<file path="config.mk">
export PLATFORM = sky130hd
export DESIGN_NAME = clcf_top
export DESIGN_NICKNAME = d
export VERILOG_FILES = /design/src/logic/clcf_pkg.sv /design/src/logic/clcf_rate_lut.sv /design/src/logic/clcf_top.sv
export SDC_FILE = /design/constraint.sdc
export NUM_CORES = 1
export LEC_CHECK = 0
export BUFFER_PORTS_ARGS = -buffer_cell sky130_fd_sc_hd__buf_2
export CAP_MARGIN = 0
export CORE_MARGIN = 2
export CORE_UTILIZATION = 55
export CTS_CLUSTER_DIAMETER = 150
export DETAILED_ROUTE_END_ITERATION = 10
export MAX_ROUTING_LAYER = met4
export PLACE_DENSITY = 0.79
export SLEW_MARGIN = 20
export SYNTH_ARGS = -nofsm -noshare
export SYNTH_HDL_FRONTEND = slang
export SYNTH_SLANG_ARGS = --single-unit
export TNS_END_PERCENT = 100
</file>
<file path="constraint.sdc">
create_clock -name clk -period 6.25 [get_ports clk]
set_input_delay 0.3125 -clock clk [delete_from_list [all_inputs] [get_ports clk]]
set_output_delay 0.3125 -clock clk [all_outputs]
set_load 0.01 [all_outputs]
</file>
<file path="src/logic/clcf_pkg.sv">
// Operation
// - Limit selector bits 26-22, speed/torque modes
// - Limit codes map 7.5 to 100 percent
// - Stop method bits 21-20: hi-z, spin, brake
// - Bit 19 enables overmodulation, reset off
// - Accel rate bits 18-14; bit 13 reuses it
// - Bits 13 and 3 clear select separate decel field
// - Mode field 29-28: speed, power, torque, voltage
// - Decel field used only without surge protection
package clcf_pkg;

    localparam logic [7:0] CLCF_OFS_SETTINGS = 8'h48;
    localparam logic [7:0] CLCF_OFS_STATUS = 8'h60;
    localparam logic [31:0] CLCF_SETTINGS_RST = 32'h0000_0000;
    localparam logic [31:0] CLCF_RO_MASK = 32'h0000_0004;

    localparam int CLCF_MODE_LSB = 28;
    localparam int CLCF_ILIM_LSB = 22;
    localparam int CLCF_STOP_LSB = 20;
    localparam int CLCF_OVM_BIT = 19;
    localparam int CLCF_ACC_LSB = 14;
    localparam int CLCF_DECSRC_BIT = 13;
    localparam int CLCF_DEC_LSB = 8;
    localparam int CLCF_AVS_BIT = 3;

    localparam logic [1:0] CLCF_MODE_SPEED = 2'h0;
    localparam logic [1:0] CLCF_MODE_POWER = 2'h1;
    localparam logic [1:0] CLCF_MODE_TORQUE = 2'h2;
    localparam logic [1:0] CLCF_MODE_VOLT = 2'h3;

    localparam logic [1:0] CLCF_STOP_HIZ = 2'h0;
    localparam logic [1:0] CLCF_STOP_SPIN = 2'h1;
    localparam logic [1:0] CLCF_STOP_BRAKE = 2'h2;
    localparam logic [1:0] CLCF_STOP_RSVD = 2'h3;

    localparam logic [4:0] CLCF_ILIM_RSVD_LO = 5'h1d;
    localparam logic [4:0] CLCF_ILIM_RSVD_HI = 5'h1e;
    localparam logic [4:0] CLCF_RATE_NOLIM = 5'h1f;

    // Limit in tenths of a percent of base current
    localparam logic [9:0] CLCF_LIMIT_TBL [32] = '{
        10'h04b, 10'h050, 10'h055, 10'h05a, 10'h05f, 10'h064, 10'h06e,
        10'h078, 10'h082, 10'h08c, 10'h096, 10'h0a0, 10'h0aa, 10'h0b4,
        10'h0c8, 10'h0e1, 10'h0fa, 10'h113, 10'h12c, 10'h15e, 10'h190,
        10'h1c2, 10'h1f4, 10'h226, 10'h258, 10'h2bc, 10'h2ee, 10'h320,
        10'h352, 10'h352, 10'h352, 10'h3e8
    };

    // Rate in units of 0.5 Hz/s; the last entry means no limit
    localparam logic [17:0] CLCF_RATE_TBL [32] = '{
        18'h00001, 18'h00002, 18'h00005, 18'h0000a, 18'h0000f,
        18'h00014, 18'h00028, 18'h00050, 18'h00078, 18'h000a0,
        18'h000c8, 18'h00190, 18'h00258, 18'h00320, 18'h003e8,
        18'h004b0, 18'h00578, 18'h00640, 18'h00708, 18'h007d0,
        18'h00fa0, 18'h01f40, 18'h02ee0, 18'h03e80, 18'h04e20,
        18'h09c40, 18'h0ea60, 18'h13880, 18'h186a0, 18'h1d4c0,
        18'h222e0, 18'h00000
    };

    typedef struct packed {
        logic [31:0] settings;
        logic [31:0] rdData;
        logic [9:0] limitPermille;
        logic limitActive;
        logic limitReserved;
        logic stopHiZ;
        logic stopSpinDown;
        logic stopBrake;
        logic stopReserved;
        logic overmodEn;
        logic [17:0] accelRate;
        logic accelNoLimit;
        logic [17:0] decelRate;
        logic decelNoLimit;
        logic decelFromAccel;
        logic decelSurgeOwned;
        logic updated;
    } clcf_state_s;

endpackage : clcf_pkg

</file>
<file path="src/logic/clcf_rate_lut.sv">
`timescale 1ns/1ps
module clcf_rate_lut
    import clcf_pkg::*;
(
    input wire logic [4:0] code,
    output logic [17:0] rate,
    output logic noLimit
);

    always_comb
    begin
        rate = CLCF_RATE_TBL[code];
        noLimit = (code == CLCF_RATE_NOLIM);
    end

endmodule : clcf_rate_lut

</file>
<file path="src/logic/clcf_top.sv">
`timescale 1ns/1ps
module clcf_top
    import clcf_pkg::*;
(
    input wire logic clk,
    input wire logic reset,
    input wire logic ce,
    input wire logic [7:0] addr,
    input wire logic [31:0] wrData,
    input wire logic wrEn,
    input wire logic rdEn,
    output logic [31:0] rdData,
    output logic [1:0] controlMode,
    output logic [4:0] currentLimitSel,
    output logic [9:0] currentLimitPermille,
    output logic currentLimitActive,
    output logic currentLimitReserved,
    output logic stopHiZ,
    output logic stopSpinDown,
    output logic stopBrake,
    output logic stopReserved,
    output logic overmodEn,
    output logic [17:0] accelRate,
    output logic accelNoLimit,
    output logic [17:0] decelRate,
    output logic decelNoLimit,
    output logic decelFromAccel,
    output logic decelSurgeOwned,
    output logic settingsUpdated
);

    clcf_state_s state_r;
    clcf_state_s state_nxt;

    logic [31:0] settingsNext;
    logic [1:0] modeNext;
    logic [4:0] ilimNext;
    logic [1:0] stopNext;
    logic [4:0] accCode;
    logic [4:0] decCode;
    logic [17:0] accLutRate;
    logic accLutNoLim;
    logic [17:0] decLutRate;
    logic decLutNoLim;
    logic decSrcAccel;
    logic avsOn;
    logic [31:0] statusWord;

    // Decode from the value about to be stored so outputs follow a write
    // on the same edge that updates the register
    always_comb
    begin
        settingsNext = state_r.settings;
        if (wrEn && addr == CLCF_OFS_SETTINGS)
        begin
            settingsNext = wrData & ~CLCF_RO_MASK;
        end
    end

    assign modeNext = settingsNext[CLCF_MODE_LSB +: 2];
    assign ilimNext = settingsNext[CLCF_ILIM_LSB +: 5];
    assign stopNext = settingsNext[CLCF_STOP_LSB +: 2];
    assign accCode = settingsNext[CLCF_ACC_LSB +: 5];
    assign decSrcAccel = settingsNext[CLCF_DECSRC_BIT];
    assign avsOn = settingsNext[CLCF_AVS_BIT];
    assign decCode = settingsNext[CLCF_DEC_LSB +: 5];

    clcf_rate_lut accLut (
        .code(accCode),
        .rate(accLutRate),
        .noLimit(accLutNoLim)
    );

    clcf_rate_lut decLut (
        .code(decCode),
        .rate(decLutRate),
        .noLimit(decLutNoLim)
    );

    always_comb
    begin
        statusWord = 32'h0000_0000;
        statusWord[0] = state_r.limitActive;
        statusWord[1] = state_r.limitReserved;
        statusWord[2] = state_r.stopReserved;
        statusWord[3] = state_r.decelFromAccel;
        statusWord[4] = state_r.decelSurgeOwned;
        statusWord[5] = state_r.overmodEn;
        statusWord[6] = state_r.accelNoLimit;
        statusWord[7] = state_r.decelNoLimit;
        statusWord[25:16] = state_r.limitPermille;
    end

    always_comb
    begin
        state_nxt = state_r;
        state_nxt.settings = settingsNext;
        state_nxt.updated = wrEn && addr == CLCF_OFS_SETTINGS;

        // Read data stand only in the cycle after the strobe
        state_nxt.rdData = 32'h0000_0000;
        if (rdEn)
        begin
            if (addr == CLCF_OFS_SETTINGS)
            begin
                state_nxt.rdData = state_r.settings;
            end
            else if (addr == CLCF_OFS_STATUS)
            begin
                state_nxt.rdData = statusWord;
            end
        end

        // Limit applies only where a current loop bounds torque
        state_nxt.limitActive = (modeNext == CLCF_MODE_SPEED) ||
            (modeNext == CLCF_MODE_TORQUE);
        state_nxt.limitPermille = CLCF_LIMIT_TBL[ilimNext];
        // Unlisted codes clamp to the highest listed value below full
        // scale rather than risk an unbounded current
        state_nxt.limitReserved = (ilimNext == CLCF_ILIM_RSVD_LO) ||
            (ilimNext == CLCF_ILIM_RSVD_HI);

        state_nxt.stopHiZ = 1'b0;
        state_nxt.stopSpinDown = 1'b0;
        state_nxt.stopBrake = 1'b0;
        state_nxt.stopReserved = 1'b0;
        unique case (stopNext)
            CLCF_STOP_HIZ: state_nxt.stopHiZ = 1'b1;
            CLCF_STOP_SPIN: state_nxt.stopSpinDown = 1'b1;
            CLCF_STOP_BRAKE: state_nxt.stopBrake = 1'b1;
            CLCF_STOP_RSVD:
            begin
                // Reserved code falls back to the safest stop
                state_nxt.stopHiZ = 1'b1;
                state_nxt.stopReserved = 1'b1;
            end
        endcase

        state_nxt.overmodEn = settingsNext[CLCF_OVM_BIT];

        state_nxt.accelRate = accLutRate;
        state_nxt.accelNoLimit = accLutNoLim;

        state_nxt.decelSurgeOwned = !decSrcAccel && avsOn;
        if (decSrcAccel || avsOn)
        begin
            // Bit 13 reuses the accel rate, or surge protection owns deceleration;
            // accel rate is reported as the nominal figure
            state_nxt.decelFromAccel = 1'b1;
            state_nxt.decelRate = accLutRate;
            state_nxt.decelNoLimit = accLutNoLim;
        end
        else
        begin
            state_nxt.decelFromAccel = 1'b0;
            state_nxt.decelRate = decLutRate;
            state_nxt.decelNoLimit = decLutNoLim;
        end
    end

    always_ff @(posedge clk)
    begin
        if (reset)
        begin
            state_r <= '0;
            state_r.settings <= CLCF_SETTINGS_RST;
            state_r.limitActive <= 1'b1;
            state_r.limitPermille <= CLCF_LIMIT_TBL[0];
            state_r.stopHiZ <= 1'b1;
            state_r.accelRate <= CLCF_RATE_TBL[0];
            state_r.decelRate <= CLCF_RATE_TBL[0];
        end
        else if (ce)
        begin
            state_r <= state_nxt;
        end
    end

    assign rdData = state_r.rdData;
    assign controlMode = state_r.settings[CLCF_MODE_LSB +: 2];
    assign currentLimitSel = state_r.settings[CLCF_ILIM_LSB +: 5];
    assign currentLimitPermille = state_r.limitPermille;
    assign currentLimitActive = state_r.limitActive;
    assign currentLimitReserved = state_r.limitReserved;
    assign stopHiZ = state_r.stopHiZ;
    assign stopSpinDown = state_r.stopSpinDown;
    assign stopBrake = state_r.stopBrake;
    assign stopReserved = state_r.stopReserved;
    assign overmodEn = state_r.overmodEn;
    assign accelRate = state_r.accelRate;
    assign accelNoLimit = state_r.accelNoLimit;
    assign decelRate = state_r.decelRate;
    assign decelNoLimit = state_r.decelNoLimit;
    assign decelFromAccel = state_r.decelFromAccel;
    assign decelSurgeOwned = state_r.decelSurgeOwned;
    assign settingsUpdated = state_r.updated;

endmodule : clcf_top

</file>
---- Word level (Yosys, flattened, before mapping) ----
Memories as Yosys holds them, arrays and structs flattened. A register that Yosys moved wholly into a read port is not among the register bits.
Cells that the tools add are included.
storage, ports and cells
  output and inout port bits .............. 97
  input bits .............................. 45
  ROM bits ................................ 1472
  register bits after elaboration ......... 111
  memories kept ........................... 3
memory list
  name              words  bits a word  rd ports  clocked after Yosys merged registers in  write ports  RTL line             text
  (name not given)  32     18           1         0                                        0            clcf_rate_lut.sv:12  rate = CLCF_RATE_TBL[code];
  (name not given)  32     18           1         0                                        0            clcf_rate_lut.sv:12
  (name not given)  32     10           1         1                                        0            clcf_top.sv:117      state_nxt.limitPermille = CLCF_LIMIT_TBL[ilimNext];
cells by class
  multiplexer cells ....................... 13
  reduce and logical (&&, ||, !) cells .... 10
  equality and inequality tests ........... 10
  $lt $le $gt $ge ......................... 2
  bitwise gates (word level) .............. 3
operators with widths
  cell                                                                   number
  18-bit two-way mux                                                     4
  32-bit two-way mux                                                     2
  30-bit two-way mux                                                     1
  26-bit two-way mux                                                     1
  5-bit equality test, second input constant                             4
  20-bit two-way mux                                                     1
  5-bit NOT with 6-bit output                                            3
  8-bit by 7-bit equality test with 1-bit output, second input constant  2
  6-bit >= comparator, second input constant                             2
  2-bit equality test, second input constant                             3
  2-bit zero test                                                        2
  1-bit two-way mux                                                      4
  1-bit logical OR                                                       3
  2-bit by 1-bit equality test with 1-bit output, second input constant  1
  1-bit logical AND                                                      2
  2-bit AND reduction                                                    1
  2-bit OR reduction                                                     1
  1-bit zero test                                                        1

---- Logic depth before layout (Yosys ltp) ----
  depth in word-level cells ............... 8
  mapped depth ............................ 15

---- Hierarchy ----
A second synthesis with hierarchy kept.
unflattened totals
  cell total of the unflattened synthesis .. 929
  area, all modules ....................... 7502.2 um^2
by module, submodules not included
  module                   seq. area each (um^2)  cells each  area an instance (um^2)  times used
  clcf_top                 2402.3                 766         6403.6                   1
  clcf_rate_lut at decLut  0.0                    81          550.5                    1
  clcf_rate_lut at accLut  0.0                    82          548.0                    1

---- Worst setup path before layout ----
Ideal clock, no wire load.
  kind .................................... input -> register
  from .................................... input port addr[2]
  to ...................................... register, netlist name currentLimitPermille[4]
  stages on the path ...................... 12
  required time ........................... 6.159 ns
  library setup time ...................... 0.091 ns
  path buffers ............................ 2
  setup slack ............................. 2.792 ns
  arrival time ............................ 3.367 ns
  cells stage by stage .................... or4b_1 buf_4 nor3_4 buf_6 mux2i_1 inv_1 ha_1 nor2_1 nor4b_1 a2111oi_2 o21ai_1 a311oi_1
on the way
  word-level cells in the longest chain between the ends .. 4
RTL lines
  what                                               RTL line         text
  start: declaration                                 clcf_top.sv:8    input wire logic [7:0] addr,
  8-bit by 7-bit equality test with 1-bit output     clcf_top.sv:54   if (wrEn && addr == CLCF_OFS_SETTINGS)
  1-bit logical AND                                  clcf_top.sv:54
  30-bit two-way mux                                 clcf_top.sv:54
  named net settingsNext[23]                         clcf_top.sv:35   logic [31:0] settingsNext;
  5-bit NOT with 6-bit output (not written as such)  clcf_top.sv:117
The timed path passes the listed nets, and every way through them passes these cells.
A chain may end at the register's enable or synchronous reset.

---- Worst setup path in the final report ----
  from .................................... input port addr[2]
  to ...................................... register, netlist name decelRate[3]
on the way
  word-level cells in the longest chain between the ends .. 8
  elaborated cells on any way between the ends .. 13
  those cells by class .................... eq/ne (1); mux (6); bitwise (2); reduce/logical (2); memory (2)
RTL lines
  what                                                   RTL line             text
  8-bit by 7-bit equality test with 1-bit output *       clcf_top.sv:54
  1-bit logical AND *                                    clcf_top.sv:54
  30-bit two-way mux *                                   clcf_top.sv:54
  5-bit NOT with 6-bit output (not written as such)      clcf_rate_lut.sv:12
  memory 32 x 18 bit                                     -
  18-bit two-way mux (not written as such) (2 in a row)  clcf_rate_lut.sv:12
  20-bit two-way mux *                                   clcf_top.sv:145      if (decSrcAccel || avsOn)
Every way passes the cells marked *; elsewhere a longest branch is shown, timed or not. The select of a mux whose other input is x is not followed.

==> impl_results.md <==
- Pin count of the biggest net entering global routing: 77
- DR WL/cell: 19.4 um
- Max-slew violations: 0
- CTS tree: done
- Most frequent cell on the critical path: buf_4
- CP Buf/Inv Count: 4
- Synth area leader: dfxtp_1
- Total Routing Usage GR: 30.9%
- Hpwl dp: 15300 um
- P_leak: 0.00344 uW
- Die Area: 14800 um^2
- Min-delay worst type: input port to flip-flop
- CP peak stage delay: 760 ps
- Clock Latency Late Sink: 420 ps
- Post-synth EDFFs: 0
- Top post-synthesis cells by area: dfxtp_1, buf_4, nand2_1
- CTS H-tree depth: 4
- Clock skew: 10.8 ps
- Mapped Cells: 955
- DRC errors left: 0
- Max FO, Critical Path: 27
- Vias in the first global route: 6580
- Max Freq: 257 MHz
- Final ANT Viol Nets: 0
- Row cnt: 43
- Top-Level Pins: 142
- Startpoint type of the worst setup path: input port
- Synth cell count leaders: dfxtp_1, nand2_1, nor2_1
- Post-Syn Nets: 1025
- Pre-CTS setup slack: 2020 ps
- Initial Utilization: 55.7%
- Sequential Area: 2400 um^2
- CTS sink count: 120
- Max transition margin: 33.3%
- Die X: 122 um
- Async SR Flop Fraction: 0%
- Worst Path Required: 6540 ps
- Setup Fix Bufs, Post-CTS: 0
- Final nets: 1038
- Power per cell area: 223 nW/um^2
- Final Critical Period: 3900 ps
- Fin crit share: 62.4%
- Crit Path Category: input port to flip-flop
- Top FF cell, synth: dfxtp_1
- Multi-input logic area: 4210 um^2
- Max-cap violations: 0
- Total number of vias: 7303
- Mean post-synth cell area: 8.00 um^2
- Synthesis-stage register bit count: 120
- Family with the most delay on the worst path: simple AND/OR/NAND/NOR gates
- Final worst slack: 2350 ps
- Arr. time, crit path: 4190 ps
- Reg clk slew, reported paths: 60 ps
- # port buffers: 140
- Post-synthesis cell area: 7640 um^2
- Post-CTS Hold Fix Bufs: 0
- CTS buffer count: 17
- Status: complete, no violations
- RSZ-0062 raised after global routing: false
- CP max stage cell: or4b_1
- Slew @ Worst Pin: 998 ps
- Ys Warns: 0
- GR Overflow Total: 0
- Global-route wire length before repair: 34800 um
- Initial DRC Count: 973
- Post-cts sizing count: 0
- Distinct cells, synth: 79
- CP cell instances: buf_2, or4b_1, nor3_4, buf_4, buf_4, mux2i_1, inv_1, ha_1, or3_1, a21boi_0, nor4_1
- Peak VDD IR: 179 uV
- GPL Wtd Cong: 1.00
- Top cell type's share of synthesized area: 31.4%
- Final hold vios: 0
- Fill cells: 1265
- Clk root buf: clkbuf_16
- Most frequent cell after synthesis: dfxtp_1
- Layout cells sized above 1: 23.0%
- Drt pass-1 iters: 7
- Clock Path Buffers: 2
- WL final: 22600 um
- Avg Vias per Cell: 6.27
- Antenna violations before repair: 3
- Core area: 13700 um^2
- Layout area overhead: 8.42%
- Post-route setup TNS: 0 ps
- Sequential area share after synthesis: 31.4%
- DIE HEIGHT: 122 um
- Setup-failing EPs final: 0
- CP Capture Type: flip-flop
-- where the power goes --
part / total (uW) / internal [uW] / leakage [uW] / switching [uW]
Combinational: 124 / 39.8 / 0.00220 / 84.4
Clock: 943 / 561 / 0.000264 / 382
Sequential: 780 / 773 / 0.000971 / 6.71
-- sequential cells by signal, summed over array words and instances, names as in the netlist, 5 cells and up, named ones only --
register / count
currentLimitSel: 5
accelRate: 18
rdData: 32
decelRate: 18
state_r: 24
currentLimitPermille: 10
-- cell usage in the layout, fill, tap and decap left out, types with 5 or more instances in the layout --
cell type / netlist / layout
dfxtp_1: 120 / 120
o211ai_1: 9 / 9
nand2b_1: 6 / 6
buf_4: 87 / 11
nand2_1: 113 / 112
ha_1: 25 / 25
nor2_1: 89 / 88
or3_1: 8 / 8
nor2b_1: 7 / 7
a31oi_1: 17 / 17
a222oi_1: 16 / 16
o21ai_1: 5 / 5
nand4_1: 7 / 7
o21ai_0: 32 / 32
buf_2: 9 / 139
a22oi_1: 18 / 18
nand3b_1: 7 / 7
mux2_2: 18 / 18
clkbuf_16: 0 / 17
mux2i_1: 39 / 38
or2_2: 7 / 7
a32oi_1: 5 / 5
inv_1: 26 / 25
a21oi_1: 73 / 73
xnor2_1: 5 / 5
o31ai_1: 8 / 8
nor4_1: 11 / 11
a311oi_1: 7 / 7
nor3_1: 15 / 15
a211oi_1: 8 / 8
nand3_1: 14 / 14
-- layout make-up --
cell class,instances,share of cell area (%)
Inverter,26,1.18
Clock buffer,20,5.39
Sequential cell,120,29.0
Multi-Input combinational cell,653,50.8
Tap cell,180,2.72
Timing Repair Buffer,150,9.40
Antenna cell,3,0.0906
Clock inverter,12,1.42
-- through the flow --
step,hold WS [ps],cell area (um^2),power (uW),instances,utilization (%)
final,129,8280,1850,1164,60.4
after global routing,124,8280,1900,1164,60.4
after CTS,117,8270,1850,1161,60.3
after detailed placement,447,7700,917,1129,56.2
after global placement,442,7700,915,1129,56.2
after floorplan,423,7640,878,955,-
-- routing by layer --
layer / vias up / wire, um / GRT usage [%]
met5: - / 0 / -
met4: 0 / 718 / 12.9
met3: 59 / 2090 / 6.79
met2: 406 / 10200 / 45.4
met1: 3446 / 9580 / 40.9
li1: 3392 / - / -
-- kinds of logic after synthesis --
group                      Yosys count  synth area share [%]
xor gates and xnor gates             7                 0.803
muxes                               59                  8.24
buffers and inverters              182                  13.7
AOI/OAI and AO/OA                  253                  22.7
DFF                                120                  31.4
adders and majority gates           25                  4.09
and+or+nand+nor                    309                  19.1
-- path summary, 6_finish.rpt --
kind | startpoint | endpoint | slack [ps] | cells after the start
worst min register to register | state_r[120] | state_r[120] | 450 | 2
worst max register to register | state_r[104] | decelRate[4] | 3510 | 10
worst max-delay path | addr[2] | decelRate[3] | 2350 | 11
worst min-delay path | wrData[19] | state_r[109] | 130 | 3
-- tightest hold or removal path: stages --
cell,delay [ps]
buf_2,100
nand2_1,40
a21oi_1,50
Power figures use the tool's default switching activity.
